`src/rtl/uiif_params.svh`:
```
// Constants for the interrupt identification and FIFO control block
// Operation
// - Identifier bits 7:6 read 00 with FIFOs off, 11 with FIFOs on.
// - Identifier field reports highest-priority pending source code.
// - Reserved identifier codes never appear in the identifier field.
// - Line error raises 0110, highest, held until line status read, or buffer read when clear mode allows it.
// - Code 0100 on data available or trigger reached; clears when consumed.
// - Code 1100 on idle non-empty receive FIFO; clears on buffer read.
// - Timeout counts ((wl*7)-2)*8 + (trigger-count)*8+1 baud cycles.
// - Holding empty raises 0010; cleared by identifier read showing 0010, or holding write.
// - Identifier reads 0x001 after reset.
// - FIFO control shares offset 0x008, write-only, resets to 0x000.
// - Receive threshold bits 7:6 select 1, 4, 8 or 14 characters.
// - Transmit threshold bits 5:4 select 0, 2, 4 or 8 characters.
// - Writing 1 to bit 2 flushes transmit FIFO; self clearing.
// - Writing 1 to bit 1 flushes receive FIFO; self clearing.
// - Enable bit 0 gates FIFOs and bits 7:4 and 2:1; change empties both.
// - Receive data enable gates data-available and timeout sources.
// - Clear mode picks buffer-or-status read, or status read only.
`ifndef UIIF_PARAMS_SVH
`define UIIF_PARAMS_SVH
`define UIIF_OFS_IDENT 6'h08
`define UIIF_OFS_IEN 6'h04
`define UIIF_OFS_STAT 6'h20
`define UIIF_OFS_MASK 6'h24
`define UIIF_IDENT_RST 8'h01
`define UIIF_FCR_RST 8'h00
`define UIIF_ID_NONE 4'h1
`define UIIF_ID_LINE 4'h6
`define UIIF_ID_DATA 4'h4
`define UIIF_ID_TMO 4'hC
`define UIIF_ID_THE 4'h2
`define UIIF_ID_BUSY 4'h7
`define UIIF_ID_MODEM 4'h0
`define UIIF_FIFO_ON 2'h3
`define UIIF_FIFO_OFF 2'h0
`define UIIF_BIT_EN 0
`define UIIF_BIT_RXF 1
`define UIIF_BIT_TXF 2
`define UIIF_IEN_RDA 0
`define UIIF_IEN_THE 1
`define UIIF_IEN_RLS 2
`define UIIF_IEN_MS 3
`define UIIF_IEN_CLRMD 4
`define UIIF_RXT_0 5'h01
`define UIIF_RXT_1 5'h04
`define UIIF_RXT_2 5'h08
`define UIIF_RXT_3 5'h0E
`define UIIF_TXT_0 5'h00
`define UIIF_TXT_1 5'h02
`define UIIF_TXT_2 5'h04
`define UIIF_TXT_3 5'h08
`define UIIF_WL_MUL 5'h07
`define UIIF_WL_SUB 12'h002
`define UIIF_CH_MUL 12'h008
`define UIIF_TMO_ADD 12'h001
`define UIIF_WL_BASE 12'h005
`endif

```
`src/rtl/uiif_pkg.sv`:
```
// Types for the interrupt identification and FIFO control block
package uiif_pkg;
  typedef struct packed {
    logic [7:0] ident_rd;
    logic [4:0] ien;
    logic [7:0] fcr;
    logic line_err;
    logic the_pend;
    logic tx_empty_d1;
    logic [11:0] tmo_cnt;
    logic tmo_pend;
    logic [3:0] stat;
    logic [3:0] mask;
    logic ack;
    logic [31:0] dat;
  } uiif_state_s;
endpackage

```
`src/rtl/uiif_core.sv`:
```
// Interrupt identification, FIFO control and Wishbone register slave
//
// Local design decision: register access over Wishbone.
`timescale 1ns/1ps
`include "uiif_params.svh"
module uiif_core
  import uiif_pkg::*;
(
  // Clock and reset
  input wire logic clk_i,
  input wire logic rst_i,
  // Wishbone slave
  input wire logic cyc_i,
  input wire logic stb_i,
  input wire logic we_i,
  input wire logic [5:0] adr_i,
  input wire logic [3:0] sel_i,
  input wire logic [31:0] dat_i,
  output logic [31:0] dat_o,
  output logic ack_o,
  // Sources from the UART datapath (same clock)
  input wire logic line_err_i,
  input wire logic rx_avail_i,
  input wire logic [4:0] rx_count_i,
  input wire logic rx_moved_i,
  input wire logic baud_tick_i,
  input wire logic [1:0] word_len_i,
  input wire logic tx_empty_i,
  input wire logic busy_i,
  input wire logic modem_i,
  input wire logic line_status_rd_i,
  input wire logic rx_buffer_rd_i,
  input wire logic tx_holding_wr_i,
  // FIFO control towards the datapath
  output logic queues_on_o,
  output logic [4:0] rx_fill_threshold_o,
  output logic [4:0] tx_fill_threshold_o,
  output logic tx_flush_o,
  output logic rx_flush_o,
  output logic status_clear_mode_o,
  // Interrupt
  output logic irq_o
);
  uiif_state_s q, d;
  logic req, wr, rd, id_rd, fcr_wr;
  logic en_now, en_new, rx_trig, rx_hit, tmo_hit;
  logic [3:0] code;
  logic [3:0] ev;
  logic [11:0] tmo_len;
  logic [4:0] thr_rx;

  // One request per Wishbone cycle; ack is held for one cycle only
  assign req = cyc_i && stb_i && !q.ack;
  assign wr = req && we_i && sel_i[0];
  assign rd = req && !we_i;
  assign id_rd = rd && (adr_i == `UIIF_OFS_IDENT);
  assign fcr_wr = wr && (adr_i == `UIIF_OFS_IDENT);
  assign en_now = q.fcr[`UIIF_BIT_EN];
  assign en_new = dat_i[`UIIF_BIT_EN];

  // Receive and transmit threshold decode
  always_comb
  begin
    case (q.fcr[7:6])
      2'h0: thr_rx = `UIIF_RXT_0;
      2'h1: thr_rx = `UIIF_RXT_1;
      2'h2: thr_rx = `UIIF_RXT_2;
      default: thr_rx = `UIIF_RXT_3;
    endcase
    case (q.fcr[5:4])
      2'h0: tx_fill_threshold_o = `UIIF_TXT_0;
      2'h1: tx_fill_threshold_o = `UIIF_TXT_1;
      2'h2: tx_fill_threshold_o = `UIIF_TXT_2;
      default: tx_fill_threshold_o = `UIIF_TXT_3;
    endcase
  end

  // Timeout length; a count above the threshold adds nothing
  always_comb
  begin
    tmo_len = ((({7'h00, word_len_i} + 9'(`UIIF_WL_BASE))
      * 12'(`UIIF_WL_MUL)) - `UIIF_WL_SUB) * `UIIF_CH_MUL
      + `UIIF_TMO_ADD;
    if (thr_rx > rx_count_i)
      tmo_len = tmo_len + 12'(thr_rx - rx_count_i) * `UIIF_CH_MUL;
  end

  // Data available: level in FIFO mode, any byte otherwise
  assign rx_trig = en_now ? (rx_count_i >= thr_rx) : rx_avail_i;
  assign rx_hit = rx_trig && q.ien[`UIIF_IEN_RDA];
  assign tmo_hit = q.tmo_pend && q.ien[`UIIF_IEN_RDA];

  // Priority encoder; only listed codes can leave it
  always_comb
  begin
    if (q.line_err && q.ien[`UIIF_IEN_RLS])
      code = `UIIF_ID_LINE;
    else if (tmo_hit)
      code = `UIIF_ID_TMO;
    else if (rx_hit)
      code = `UIIF_ID_DATA;
    else if (q.the_pend && q.ien[`UIIF_IEN_THE])
      code = `UIIF_ID_THE;
    else if (busy_i)
      code = `UIIF_ID_BUSY;
    else if (modem_i && q.ien[`UIIF_IEN_MS])
      code = `UIIF_ID_MODEM;
    else
      code = `UIIF_ID_NONE;
  end

  // Events for the sticky status, bit 0 up: line, data, timeout, holding empty
  assign ev = {q.the_pend, tmo_hit, rx_hit, q.line_err};

  // Next-state logic
  always_comb
  begin
    d = q;
    d.ack = req;
    d.fcr[`UIIF_BIT_TXF] = 1'b0;
    d.fcr[`UIIF_BIT_RXF] = 1'b0;
    d.tx_empty_d1 = tx_empty_i;
    if (fcr_wr)
    begin
      d.fcr = {dat_i[7:3], 3'h0};
      d.fcr[`UIIF_BIT_EN] = en_new;
      if (en_new)
      begin
        d.fcr[`UIIF_BIT_TXF] = dat_i[`UIIF_BIT_TXF];
        d.fcr[`UIIF_BIT_RXF] = dat_i[`UIIF_BIT_RXF];
      end
      else
        d.fcr[7:4] = 4'h0;
      if (en_new != en_now)
      begin
        d.fcr[`UIIF_BIT_TXF] = 1'b1;
        d.fcr[`UIIF_BIT_RXF] = 1'b1;
      end
    end
    if (wr && adr_i == `UIIF_OFS_IEN)
      d.ien = dat_i[4:0];
    // Line error: clear first so a new error in the read cycle wins
    if (line_status_rd_i ||
        (rx_buffer_rd_i && !q.ien[`UIIF_IEN_CLRMD]))
      d.line_err = 1'b0;
    if (line_err_i)
      d.line_err = 1'b1;
    // Holding empty pends on the rising edge of empty
    if (id_rd && code == `UIIF_ID_THE)
      d.the_pend = 1'b0;
    if (tx_holding_wr_i)
      d.the_pend = 1'b0;
    if (tx_empty_i && !q.tx_empty_d1)
      d.the_pend = 1'b1;
    // Character timeout counter in baud ticks
    if (!en_now || rx_count_i == 5'h00 || rx_moved_i || rx_buffer_rd_i)
      d.tmo_cnt = 12'h000;
    else if (baud_tick_i && !q.tmo_pend)
      d.tmo_cnt = q.tmo_cnt + 12'h001;
    if (rx_buffer_rd_i || !en_now)
      d.tmo_pend = 1'b0;
    else if (baud_tick_i && rx_count_i != 5'h00 &&
             q.tmo_cnt + 12'h001 >= tmo_len)
      d.tmo_pend = 1'b1;
    // Sticky status: write one clears, new event wins
    if (wr && adr_i == `UIIF_OFS_STAT)
      d.stat = q.stat & ~dat_i[3:0];
    d.stat = d.stat | ev;
    if (wr && adr_i == `UIIF_OFS_MASK)
      d.mask = dat_i[3:0];
    // Read mux; identifier snapshot is the value seen by software
    d.ident_rd = {(en_now ? `UIIF_FIFO_ON : `UIIF_FIFO_OFF),
                  2'h0, code};
    d.dat = 32'h0000_0000;
    if (rd)
      case (adr_i)
        `UIIF_OFS_IDENT: d.dat = {24'h0, d.ident_rd};
        `UIIF_OFS_IEN: d.dat = {27'h0, q.ien};
        `UIIF_OFS_STAT: d.dat = {28'h0, q.stat};
        `UIIF_OFS_MASK: d.dat = {28'h0, q.mask};
        default: d.dat = 32'h0000_0000;
      endcase
  end

  // State register
  always_ff @(posedge clk_i)
  begin
    if (rst_i)
    begin
      q <= '0;
      q.ident_rd <= `UIIF_IDENT_RST;
      q.fcr <= `UIIF_FCR_RST;
    end
    else
      q <= d;
  end

  // Outputs
  assign dat_o = q.dat;
  assign ack_o = q.ack;
  assign queues_on_o = en_now;
  assign rx_fill_threshold_o = thr_rx;
  assign tx_flush_o = q.fcr[`UIIF_BIT_TXF];
  assign rx_flush_o = q.fcr[`UIIF_BIT_RXF];
  assign status_clear_mode_o = q.ien[`UIIF_IEN_CLRMD];
  assign irq_o = |(q.stat & q.mask);
endmodule // uiif_core

```
`config.mk`:
```
export PLATFORM = sky130hd
export DESIGN_NAME = uiif_core
export DESIGN_NICKNAME = d
export VERILOG_FILES = /design/src/rtl/uiif_pkg.sv /design/src/rtl/uiif_core.sv
export VERILOG_INCLUDE_DIRS = /design/src /design/src/rtl
export SDC_FILE = /design/constraint.sdc
export NUM_CORES = 1
export LEC_CHECK = 0
export ABC_CLOCK_PERIOD_IN_PS = 4010
export BUFFER_PORTS_ARGS = -buffer_cell sky130_fd_sc_hd__buf_2
export CAP_MARGIN = 5
export CORE_MARGIN = 4
export CORE_UTILIZATION = 45
export CTS_BUF_LIST = sky130_fd_sc_hd__clkbuf_4 sky130_fd_sc_hd__clkbuf_8
export CTS_CLUSTER_SIZE = 40
export DETAILED_ROUTE_END_ITERATION = 12
export PLACE_DENSITY = 0.77
export SYNTH_ARGS = -nofsm -noshare
export SYNTH_HDL_FRONTEND = slang
export SYNTH_SLANG_ARGS = --single-unit
export TNS_END_PERCENT = 30
```
`constraint.sdc`:
```
create_clock -name clk_i -period 4.01 [get_ports clk_i]
set_input_delay 0.2005 -clock clk_i [delete_from_list [all_inputs] [get_ports clk_i]]
set_output_delay 0.2005 -clock clk_i [all_outputs]
set_load 0.005 [all_outputs]
```
==> results of run 1 <==
[area by class of cell]
class / count / area, um2 / share of cell area
clock inverters: 3 / 43.8 / 0.0125
multi-input cells: 317 / 2050 / 0.586
flip-flops and latches: 43 / 861 / 0.246
repair buffers: 58 / 295 / 0.0843
inverters: 17 / 63.8 / 0.0182
well taps: 96 / 120 / 0.0343
clock buffers: 5 / 68.8 / 0.0196
[cells by family after synthesis]
| family | count (synthesis) | share of synthesized area |
|---|---|---|
| AO/OA/AOI/OAI | 73 | 0.155 |
| buffers and inverters | 68 | 0.126 |
| flip-flops | 43 | 0.268 |
| AND/OR/NAND/NOR | 151 | 0.229 |
| multiplexers | 9 | 0.0296 |
| adder cells (fa/ha/maj) | 29 | 0.118 |
| XOR/XNOR | 27 | 0.0736 |
| other | 1 | 0.00117 |
[cell usage after synthesis (4+ instances only)]
cell type	count
xor2_1	7
a21oi_1	21
buf_2	5
nand4_1	6
o21ai_1	5
and3_1	4
o21ai_0	9
nor4_1	4
ha_1	27
xnor2_1	20
mux2_2	4
a21o_1	4
inv_1	17
dfxtp_1	43
o21a_1	4
nor2_1	42
a22oi_1	6
nand3_1	15
clkbuf_1	8
and2_1	4
buf_4	36
nor3_1	9
nor2b_1	9
mux2i_1	5
nand2_1	40
a31oi_1	4
[per-stage QoR]
stage               area (um2)  utilization
floorplan                 3310            -
global route              3500        0.510
global placement          3390        0.493
finish                    3500        0.510
CTS                       3500        0.510
detailed placement        3390        0.493
[routing by layer]
metal,up-vias,wire [um],global-route usage
met2,86,3550,0.300
met1,1313,3000,0.197
met3,9,459,0.0317
li1,1404,-,-
met5,-,0,0
met4,0,57,0.0421
[flip-flops by register name, indices dropped and copies added, names as in the netlist]
name,count
ack_o,1
tx_flush_o,1
queues_on_o,1
dat_o,6
rx_flush_o,1
ev,2
status_clear_mode_o,1
q,30
[worst reg2reg max path: stages (launching register included)]
cell and delay [ns]:
dfxtp_1 0.31, or2_2 0.31, ha_1 0.22, fa_1 0.49, inv_1 0.07, fa_1 0.43, a21o_1 0.20, a21oi_2 0.16
nor2_1 0.10, o21a_1 0.18, o311ai_1 0.27, ha_1 0.31, a211o_1 0.31, a31oi_1 0.14, a211oi_1 0.07, o31a_1 0.11
[power breakdown]
| part | total, mW | switching (mW) | internal (mW) |
|---|---|---|---|
| registers | 0.433 | 0.00280 | 0.430 |
| clock network | 0.348 | 0.162 | 0.186 |
| logic | 0.148 | 0.0877 | 0.0605 |
| total | 0.929 | 0.252 | 0.677 |
[cell usage in the layout (no fill, tap or decap), types with 3 or more instances in the layout]
cell type  count
nand3b_1       3
nand2b_1       3
a21o_1         4
and3_1         4
a31oi_1        4
o21ai_0        9
and2_1         4
a22oi_1        6
nor2b_1        9
conb_1        28
o21a_1         4
clkbuf_8       5
nand4_1        6
mux2_2         4
nand2_1       40
mux2i_1        5
nand3_1       15
dfxtp_1       43
nor3_1         9
buf_2         56
o21ai_1        5
nor2_1        42
ha_1          27
a211oi_1       3
xor2_1         7
inv_1         17
a21oi_1       20
nor4_1         4
o31a_1         3
xnor2_1       20
[final timing paths]
path | start | cells past startpoint | endpoint
max | q[64]$_SDFFE_PP0P_ | 15 | q[41]$_SDFFE_PP0P_
min | line_err_i | 3 | ev[0]$_SDFFE_PP0P_
max reg2reg | q[64]$_SDFFE_PP0P_ | 15 | q[41]$_SDFFE_PP0P_
min reg2reg | q[61]$_SDFFE_PP0P_ | 2 | q[61]$_SDFFE_PP0P_
==> results.json, run 1 <==
{
  "outcome": "complete, no violations",
  "placed_cells_incl_taps": 531,
  "rsz0062_at_grt": "no",
  "worstPathArrival_ns": 3.99,
  "drive_gt1_frac": 0.178,
  "fin_ws_ns": 0.221,
  "fin_crit_sh": 0.945,
  "cts_hold_buf": 0,
  "pre_cts_ws_ns": 0.0645,
  "die_x_um": 92.5,
  "synth_top_area_share": 0.268,
  "cts_tree": "done",
  "worst-path-buf-inv": 1,
  "cts.sinks": 43,
  "finalSetupTns_ns": 0,
  "synth_warnings": 0,
  "hpwl_um": 5620,
  "ys_async_sr_fraction": 0,
  "port_buffers": 56,
  "cpPeakStageDelay_ns": 0.49,
  "leakagePower_nw": 1.54,
  "start_kind": "flop",
  "reg2reg_slack_ns": 0.22,
  "report.final.slew_viol_count": 0,
  "crit_chain": "or2_2 > ha_1 > fa_1 > inv_1 > fa_1 > a21o_1 > a21oi_2 > nor2_1 > o21a_1 > o311ai_1 > ha_1 > a211o_1 > a31oi_1 > a211oi_1 > o31a_1",
  "synth_cells": 401,
  "crit_slowest_cell": "fa_1",
  "layout.nets": 535,
  "synth_flop_cell": "dfxtp_1",
  "gp_congestion": 0.927,
  "cts.clk_slew.worst_paths_ns": 0.09,
  "grt_pass1_vias": 2637,
  "path_max_fanout": 4,
  "dieArea_mm2": 0.00855,
  "antenna_cells": 0,
  "first_iter_violations": 112,
  "avgViaCountPerCell": 5.22,
  "critPathTopFamily": "adder cells",
  "syn_area_mm2": 0.00321,
  "cts-root-buf": "clkbuf_8",
  "grt_antenna_before_repair": 0,
  "core_area_mm2": 0.00687,
  "track_usage": 0.165,
  "netlist_top_cells_area": "dfxtp_1 (27%), ha_1 (11%), buf_4 (8.4%)",
  "yosysSeqAreaShare": 0.268,
  "start_util": 0.468,
  "synth_cell_type_count": 56,
  "drv_cap": 0,
  "hp-class": "in2reg",
  "rows": 30,
  "fin_cells": 539,
  "grt_pass1_wl_um": 11800,
  "synth_edf_count": 0,
  "peakVddDrop_v": 0.000201,
  "synth_seq_cells": 43,
  "wl_um": 7060,
  "vias": 2812,
  "hold_viol_final": 0,
  "worst_hold_slack_ns": 0.107,
  "grt_max_degree": 26,
  "fmax_mhz": 264,
  "maxSlewHeadroom": 0.415,
  "clockBufferDepth": 2,
  "ios": 112,
  "drtPass1Iterations": 4,
  "power_density_mw_per_mm2": 265,
  "setup_violations": 0,
  "die_h_um": 92.5,
  "clkLatencyLatePin_ns": 0.30,
  "wl_per_cell_um": 13.1,
  "drc": 0,
  "crit_required_ns": 4.21,
  "syn_avg_cell_area_um2": 8.01,
  "finClkSkew_ns": 0.00384,
  "fill_cells": 668,
  "numCtsBuffers": 5,
  "cp-end-kind": "flop",
  "finalPower_uw": 929,
  "fin_crit_ns": 3.79,
  "critPathKind": "reg2reg",
  "area_delta_synth_final_pct": 9.12,
  "postRouteAntennaNets": 0,
  "overflow": 0,
  "yosysTopAreaCell": "dfxtp_1",
  "h-tree-depth": 2,
  "worstMarginPinSlew_ns": 0.872,
  "cts_setup_buffers": 0,
  "cts.repair.resized": 0
}
(Power assumes the default switching activity.)
==> inputs of run 2 (changes only) <==
- BUFFER_PORTS_ARGS: -buffer_cell sky130_fd_sc_hd__buf_2 -> default
- CORE_UTILIZATION: 45 -> 55
- DONT_BUFFER_PORTS: default -> 1
- PLACE_DENSITY: 0.77 -> 0.74
==> results.json, run 2 (synthesized netlist as in run 1, its figures left out) <==
{
  "worstMarginPinSlew_ns": 0.858,
  "finalSetupTns_ns": 0,
  "numCtsBuffers": 5,
  "fmax_mhz": 269,
  "drc": 0,
  "report.final.slew_viol_count": 0,
  "clock_power_share": 0.375,
  "wl_per_cell_um": 14.5,
  "worst-path-buf-inv": 1,
  "vias": 2598,
  "comb_power_share": 0.134,
  "cts_tree": "done",
  "fin_crit_ns": 3.71,
  "start_util": 0.576,
  "dieArea_mm2": 0.00713,
  "grt_pass1_vias": 2494,
  "track_usage": 0.187,
  "critPathKind": "reg2reg",
  "core_area_mm2": 0.00557,
  "holdPathEnd": "ev[0]$_SDFFE_PP0P_",
  "crit_chain": "or2_2 > ha_1 > fa_1 > inv_1 > fa_1 > a21o_1 > a21oi_2 > nor2_1 > o31a_1 > o31a_1 > ha_1 > o21ai_0 > nand2b_1 > a31oi_1 > a211oi_1 > o31a_1",
  "postRouteAntennaNets": 0,
  "finClkSkew_ns": 0.00282,
  "reg2reg_slack_ns": 0.30,
  "critPathTopFamily": "adder cells",
  "intPower_uw": 669,
  "grt_antenna_before_repair": 0,
  "rsz0062_at_grt": "no",
  "hold_start": "line_err_i",
  "grt_max_degree": 23,
  "fin_crit_sh": 0.926,
  "largest_reg_flops": 30,
  "cts.clk_slew.worst_paths_ns": 0.08,
  "drtPass1Iterations": 4,
  "cts_setup_buffers": 0,
  "port_buffers": 0,
  "worstPathArrival_ns": 3.95,
  "regMostFlops": "q",
  "antenna_cells": 0,
  "crit_required_ns": 4.25,
  "cpPeakStageDelay_ns": 0.48,
  "sw_frac_of_total": 0.243,
  "rows": 27,
  "maxSlewHeadroom": 0.424,
  "gp_congestion": 0.855,
  "hold_viol_final": 0,
  "crit_path_frequent_cell": "o31a_1",
  "hold_depth": 2,
  "cts-root-buf": "clkbuf_8",
  "p_switching_uw": 215,
  "setup_violations": 0,
  "overflow": 0,
  "reg2reg_from": "q[64]$_SDFFE_PP0P_",
  "pwr-share-seq": 0.491,
  "area_delta_synth_final_pct": 0.0389,
  "worst_hold_slack_ns": 0.0299,
  "grt_pass1_wl_um": 11200,
  "crit_slowest_cell": "fa_1",
  "power_density_mw_per_mm2": 275,
  "avgViaCountPerCell": 5.65,
  "worst_r2r_path_depth": 16,
  "clockBufferDepth": 2,
  "finalPower_uw": 883,
  "clkLatencyLatePin_ns": 0.29,
  "start_kind": "flop",
  "rr_endpoint": "q[41]$_SDFFE_PP0P_",
  "final_common_cell": "dfxtp_1",
  "drive_gt1_frac": 0.0619,
  "hpwl_um": 5160,
  "outcome": "complete, no violations",
  "first_iter_violations": 149,
  "hp-class": "in2reg",
  "layout.nets": 481,
  "wl_um": 6660,
  "cp-end-kind": "flop",
  "drv_cap": 0,
  "layout_common_cells": "dfxtp_1 (43), nor2_1 (42), nand2_1 (40), conb_1 (28), ha_1 (27)",
  "peakVddDrop_v": 0.000169,
  "die_h_um": 84.4,
  "cts.sinks": 43,
  "path_max_fanout": 4,
  "die_x_um": 84.4,
  "leakagePower_nw": 1.29,
  "ios": 112,
  "h-tree-depth": 2
}
-- run 2: changes by cell type in the layout (fill, tap and decap cells not counted) --
cell           change
dlygate4sd3_1      +1
o311ai_2           +1
clkinv_2           -1
o311ai_1           -1
buf_2             -56
clkbuf_4           +1
buf_4              +1
clkinv_4           -1
-- run 2: timing repair --
item / CTS / global route
hold buffers: 1 / 0
resized for setup: 0 / 3
endpoints found under the setup margin: 0 / 1
hold endpoints to repair: 22 / 0
-- run 2: worst max-delay path by stage --
stage / start / endpoint / slack [ns] / cells past startpoint
after global placement: q[64]$_SDFFE_PP0P_ / q[41]$_SDFFE_PP0P_ / 0.18 / 15
final: q[64]$_SDFFE_PP0P_ / q[41]$_SDFFE_PP0P_ / 0.30 / 16
after detailed placement: q[64]$_SDFFE_PP0P_ / q[41]$_SDFFE_PP0P_ / 0.16 / 15
after global routing: q[64]$_SDFFE_PP0P_ / q[41]$_SDFFE_PP0P_ / 0.04 / 17
after floorplan: q[64]$_SDFFE_PP0P_ / q[41]$_SDFFE_PP0P_ / 0.39 / 15
after CTS: q[64]$_SDFFE_PP0P_ / q[41]$_SDFFE_PP0P_ / 0.14 / 15
-- run 2: power by group through the flow --
stage | registers (mW) | logic [mW] | clock network, mW
after global placement | 0.443 | 0.107 | 0
after global routing | 0.434 | 0.134 | 0.358
after CTS | 0.433 | 0.115 | 0.341
after floorplan | 0.443 | 0.120 | 0
final | 0.434 | 0.118 | 0.331
after detailed placement | 0.444 | 0.110 | 0
-- run 2: metal layers --
layer,track usage,share of wire,vias to the layer above
li1,-,-,1296
met1,0.248,0.46,1190
met2,0.301,0.44,106
met3,0.0461,0.088,6
met4,0.0547,0.012,0
met5,0,0,-
-- run 2: cell type report --
cell class | count | area (um2)
clock inverters | 1 | 30.0
flip-flops and latches | 43 | 861
well taps | 72 | 90.1
fillers | 540 | 2360
inverters | 17 | 63.8
repair buffers | 4 | 32.5
clock buffers | 6 | 76.3
multi-input cells | 317 | 2060
-- run 2: stage by stage --
| step | util | cell area [um2] | instances | setup WS, ns |
|---|---|---|---|---|
| finish | 0.576 | 3210 | 460 | 0.298 |
| global route | 0.576 | 3210 | 460 | 0.0397 |
| CTS | 0.574 | 3200 | 460 | 0.135 |
| detailed placement | 0.554 | 3090 | 452 | 0.156 |
| global placement | 0.554 | 3090 | 452 | 0.179 |
| floorplan | - | 3310 | 428 | 0.394 |
==> inputs of run 3 (changes only) <==
- CELL_PAD_IN_SITES_DETAIL_PLACEMENT: default -> 1
- CELL_PAD_IN_SITES_GLOBAL_PLACEMENT: default -> 2
- CORE_UTILIZATION: 55 -> 37
- PLACE_DENSITY: 0.74 -> 0.87
- SKIP_LAST_GASP: default -> 1
==> results.json, run 3 (synthesized netlist as in run 1, its figures left out) <==
{
  "worstPathArrival_ns": 4.00,
  "leakagePower_nw": 1.30,
  "regMostFlops": "q",
  "rows": 33,
  "numCtsBuffers": 5,
  "layout.nets": 481,
  "gp_congestion": 0.779,
  "clkLatencyLatePin_ns": 0.29,
  "cpPeakStageDelay_ns": 0.48,
  "overflow": 0,
  "drc": 0,
  "place_area_mm2": 0.00313,
  "first_iter_violations": 82,
  "wl_um": 7870,
  "start_kind": "flop",
  "crit_slowest_cell": "fa_1",
  "report.final.slew_viol_count": 0,
  "drtPass1Iterations": 4,
  "ios": 112,
  "drive_gt1_frac": 0.0591,
  "fmax_mhz": 263,
  "cts_tree": "done",
  "cts-root-buf": "clkbuf_8",
  "final_cell_area_mm2": 0.00325,
  "final_common_cell": "dfxtp_1",
  "port_buffers": 0,
  "maxSlewHeadroom": 0.356,
  "largest_reg_flops": 30,
  "drv_cap": 0,
  "core_area_mm2": 0.00834,
  "final_util": 0.390,
  "worstMarginPinSlew_ns": 0.959,
  "fin_crit_sh": 0.950,
  "grt_pass1_vias": 2660,
  "layout_common_cells": "dfxtp_1 (43), nor2_1 (42), nand2_1 (40), conb_1 (28), ha_1 (27)",
  "hp-class": "in2reg",
  "crit_required_ns": 4.20,
  "grt_antenna_before_repair": 0,
  "die_x_um": 101,
  "fill_cells": 1031,
  "critPathTopFamily": "compound AO/OA/AOI/OAI gates",
  "setup_violations": 0,
  "cts.clk_slew.worst_paths_ns": 0.09,
  "outcome": "complete, no violations",
  "critPathKind": "reg2reg",
  "area_delta_synth_final_pct": 1.17,
  "fin_crit_ns": 3.81,
  "antenna_cells": 0,
  "hold_viol_final": 0,
  "grt_max_degree": 23,
  "worst_hold_slack_ns": 0.0208,
  "power_density_mw_per_mm2": 276,
  "grt_pass1_wl_um": 12900,
  "cts.sinks": 43,
  "rsz0062_at_grt": "no",
  "crit_chain": "or2_2 > ha_1 > fa_1 > inv_1 > fa_1 > a21o_1 > a21oi_1 > nor2_1 > o21a_1 > o311ai_1 > ha_1 > a211o_1 > a31oi_1 > a211oi_1 > o31a_1",
  "peakVddDrop_v": 0.000137,
  "hpwl_um": 6240,
  "track_usage": 0.156,
  "finalSetupTns_ns": 0,
  "vias": 2596,
  "die_h_um": 101,
  "cp-end-kind": "flop",
  "clockBufferDepth": 2,
  "worst-path-buf-inv": 1,
  "dieArea_mm2": 0.0102,
  "wl_per_cell_um": 15.9,
  "postRouteAntennaNets": 0,
  "h-tree-depth": 2,
  "finClkSkew_ns": 0.00712,
  "avgViaCountPerCell": 5.26,
  "start_util": 0.385,
  "path_max_fanout": 4
}
run 3: cell types whose count changed in the layout (fill, tap and decap cells not counted), sizes merged:
cell    change
clkbuf      -1
clkinv      +2
run 3: layout make-up:
type	instances	area, um2	area share
flip-flops and latches	43	861	0.265
clock inverters	3	43.8	0.0135
clock buffers	5	68.8	0.0212
inverters	17	63.8	0.0196
multi-input cells	317	2050	0.630
well taps	105	131	0.0404
repair buffers	4	32.5	0.0100
run 3: metrics by stage:
stage                     cells  setup slack, ns  power [mW]
after detailed placement    485            0.126       0.559
after floorplan             428            0.394       0.563
final                       494            0.201       0.896
after global routing        494           0.0102       0.946
after CTS                   494            0.102       0.911
after global placement      485            0.190       0.552
run 3: path summary, 6_finish.rpt:
| kind | startpoint | to | slack [ns] | cells after the start |
|---|---|---|---|---|
| worst max-delay path | q[64]$_SDFFE_PP0P_ | q[41]$_SDFFE_PP0P_ | 0.20 | 15 |
| worst min-delay path | dat_i[1] | rx_flush_o$_SDFF_PP0_ | 0.02 | 1 |
| worst min register to register | q[62]$_SDFFE_PP0P_ | q[62]$_SDFFE_PP0P_ | 0.48 | 2 |
| worst max register to register | q[64]$_SDFFE_PP0P_ | q[41]$_SDFFE_PP0P_ | 0.20 | 15 |
run 3: timing repair:
action | 4_1_cts | 5_1_grt
setup buffers | 0 | 0
hold buffers | 1 | 0
hold endpoints to repair | 22 | 0
setup endpoints to repair | 0 | 1
gates resized for setup | 0 | 1
run 3: routing by layer:
| metal | up-vias | wire length (um) | global-route usage |
|---|---|---|---|
| li1 | 1295 | - | - |
| met3 | 10 | 506 | 0.0358 |
| met2 | 77 | 3770 | 0.266 |
| met5 | - | 0 | 0 |
| met4 | 0 | 119 | 0.0450 |
| met1 | 1214 | 3480 | 0.198 |
run 3: power by group:
group | internal [mW] | switching (mW)
clock | 0.186 | 0.157
sequential | 0.430 | 0.00316
combinational | 0.0485 | 0.0715
total | 0.665 | 0.232
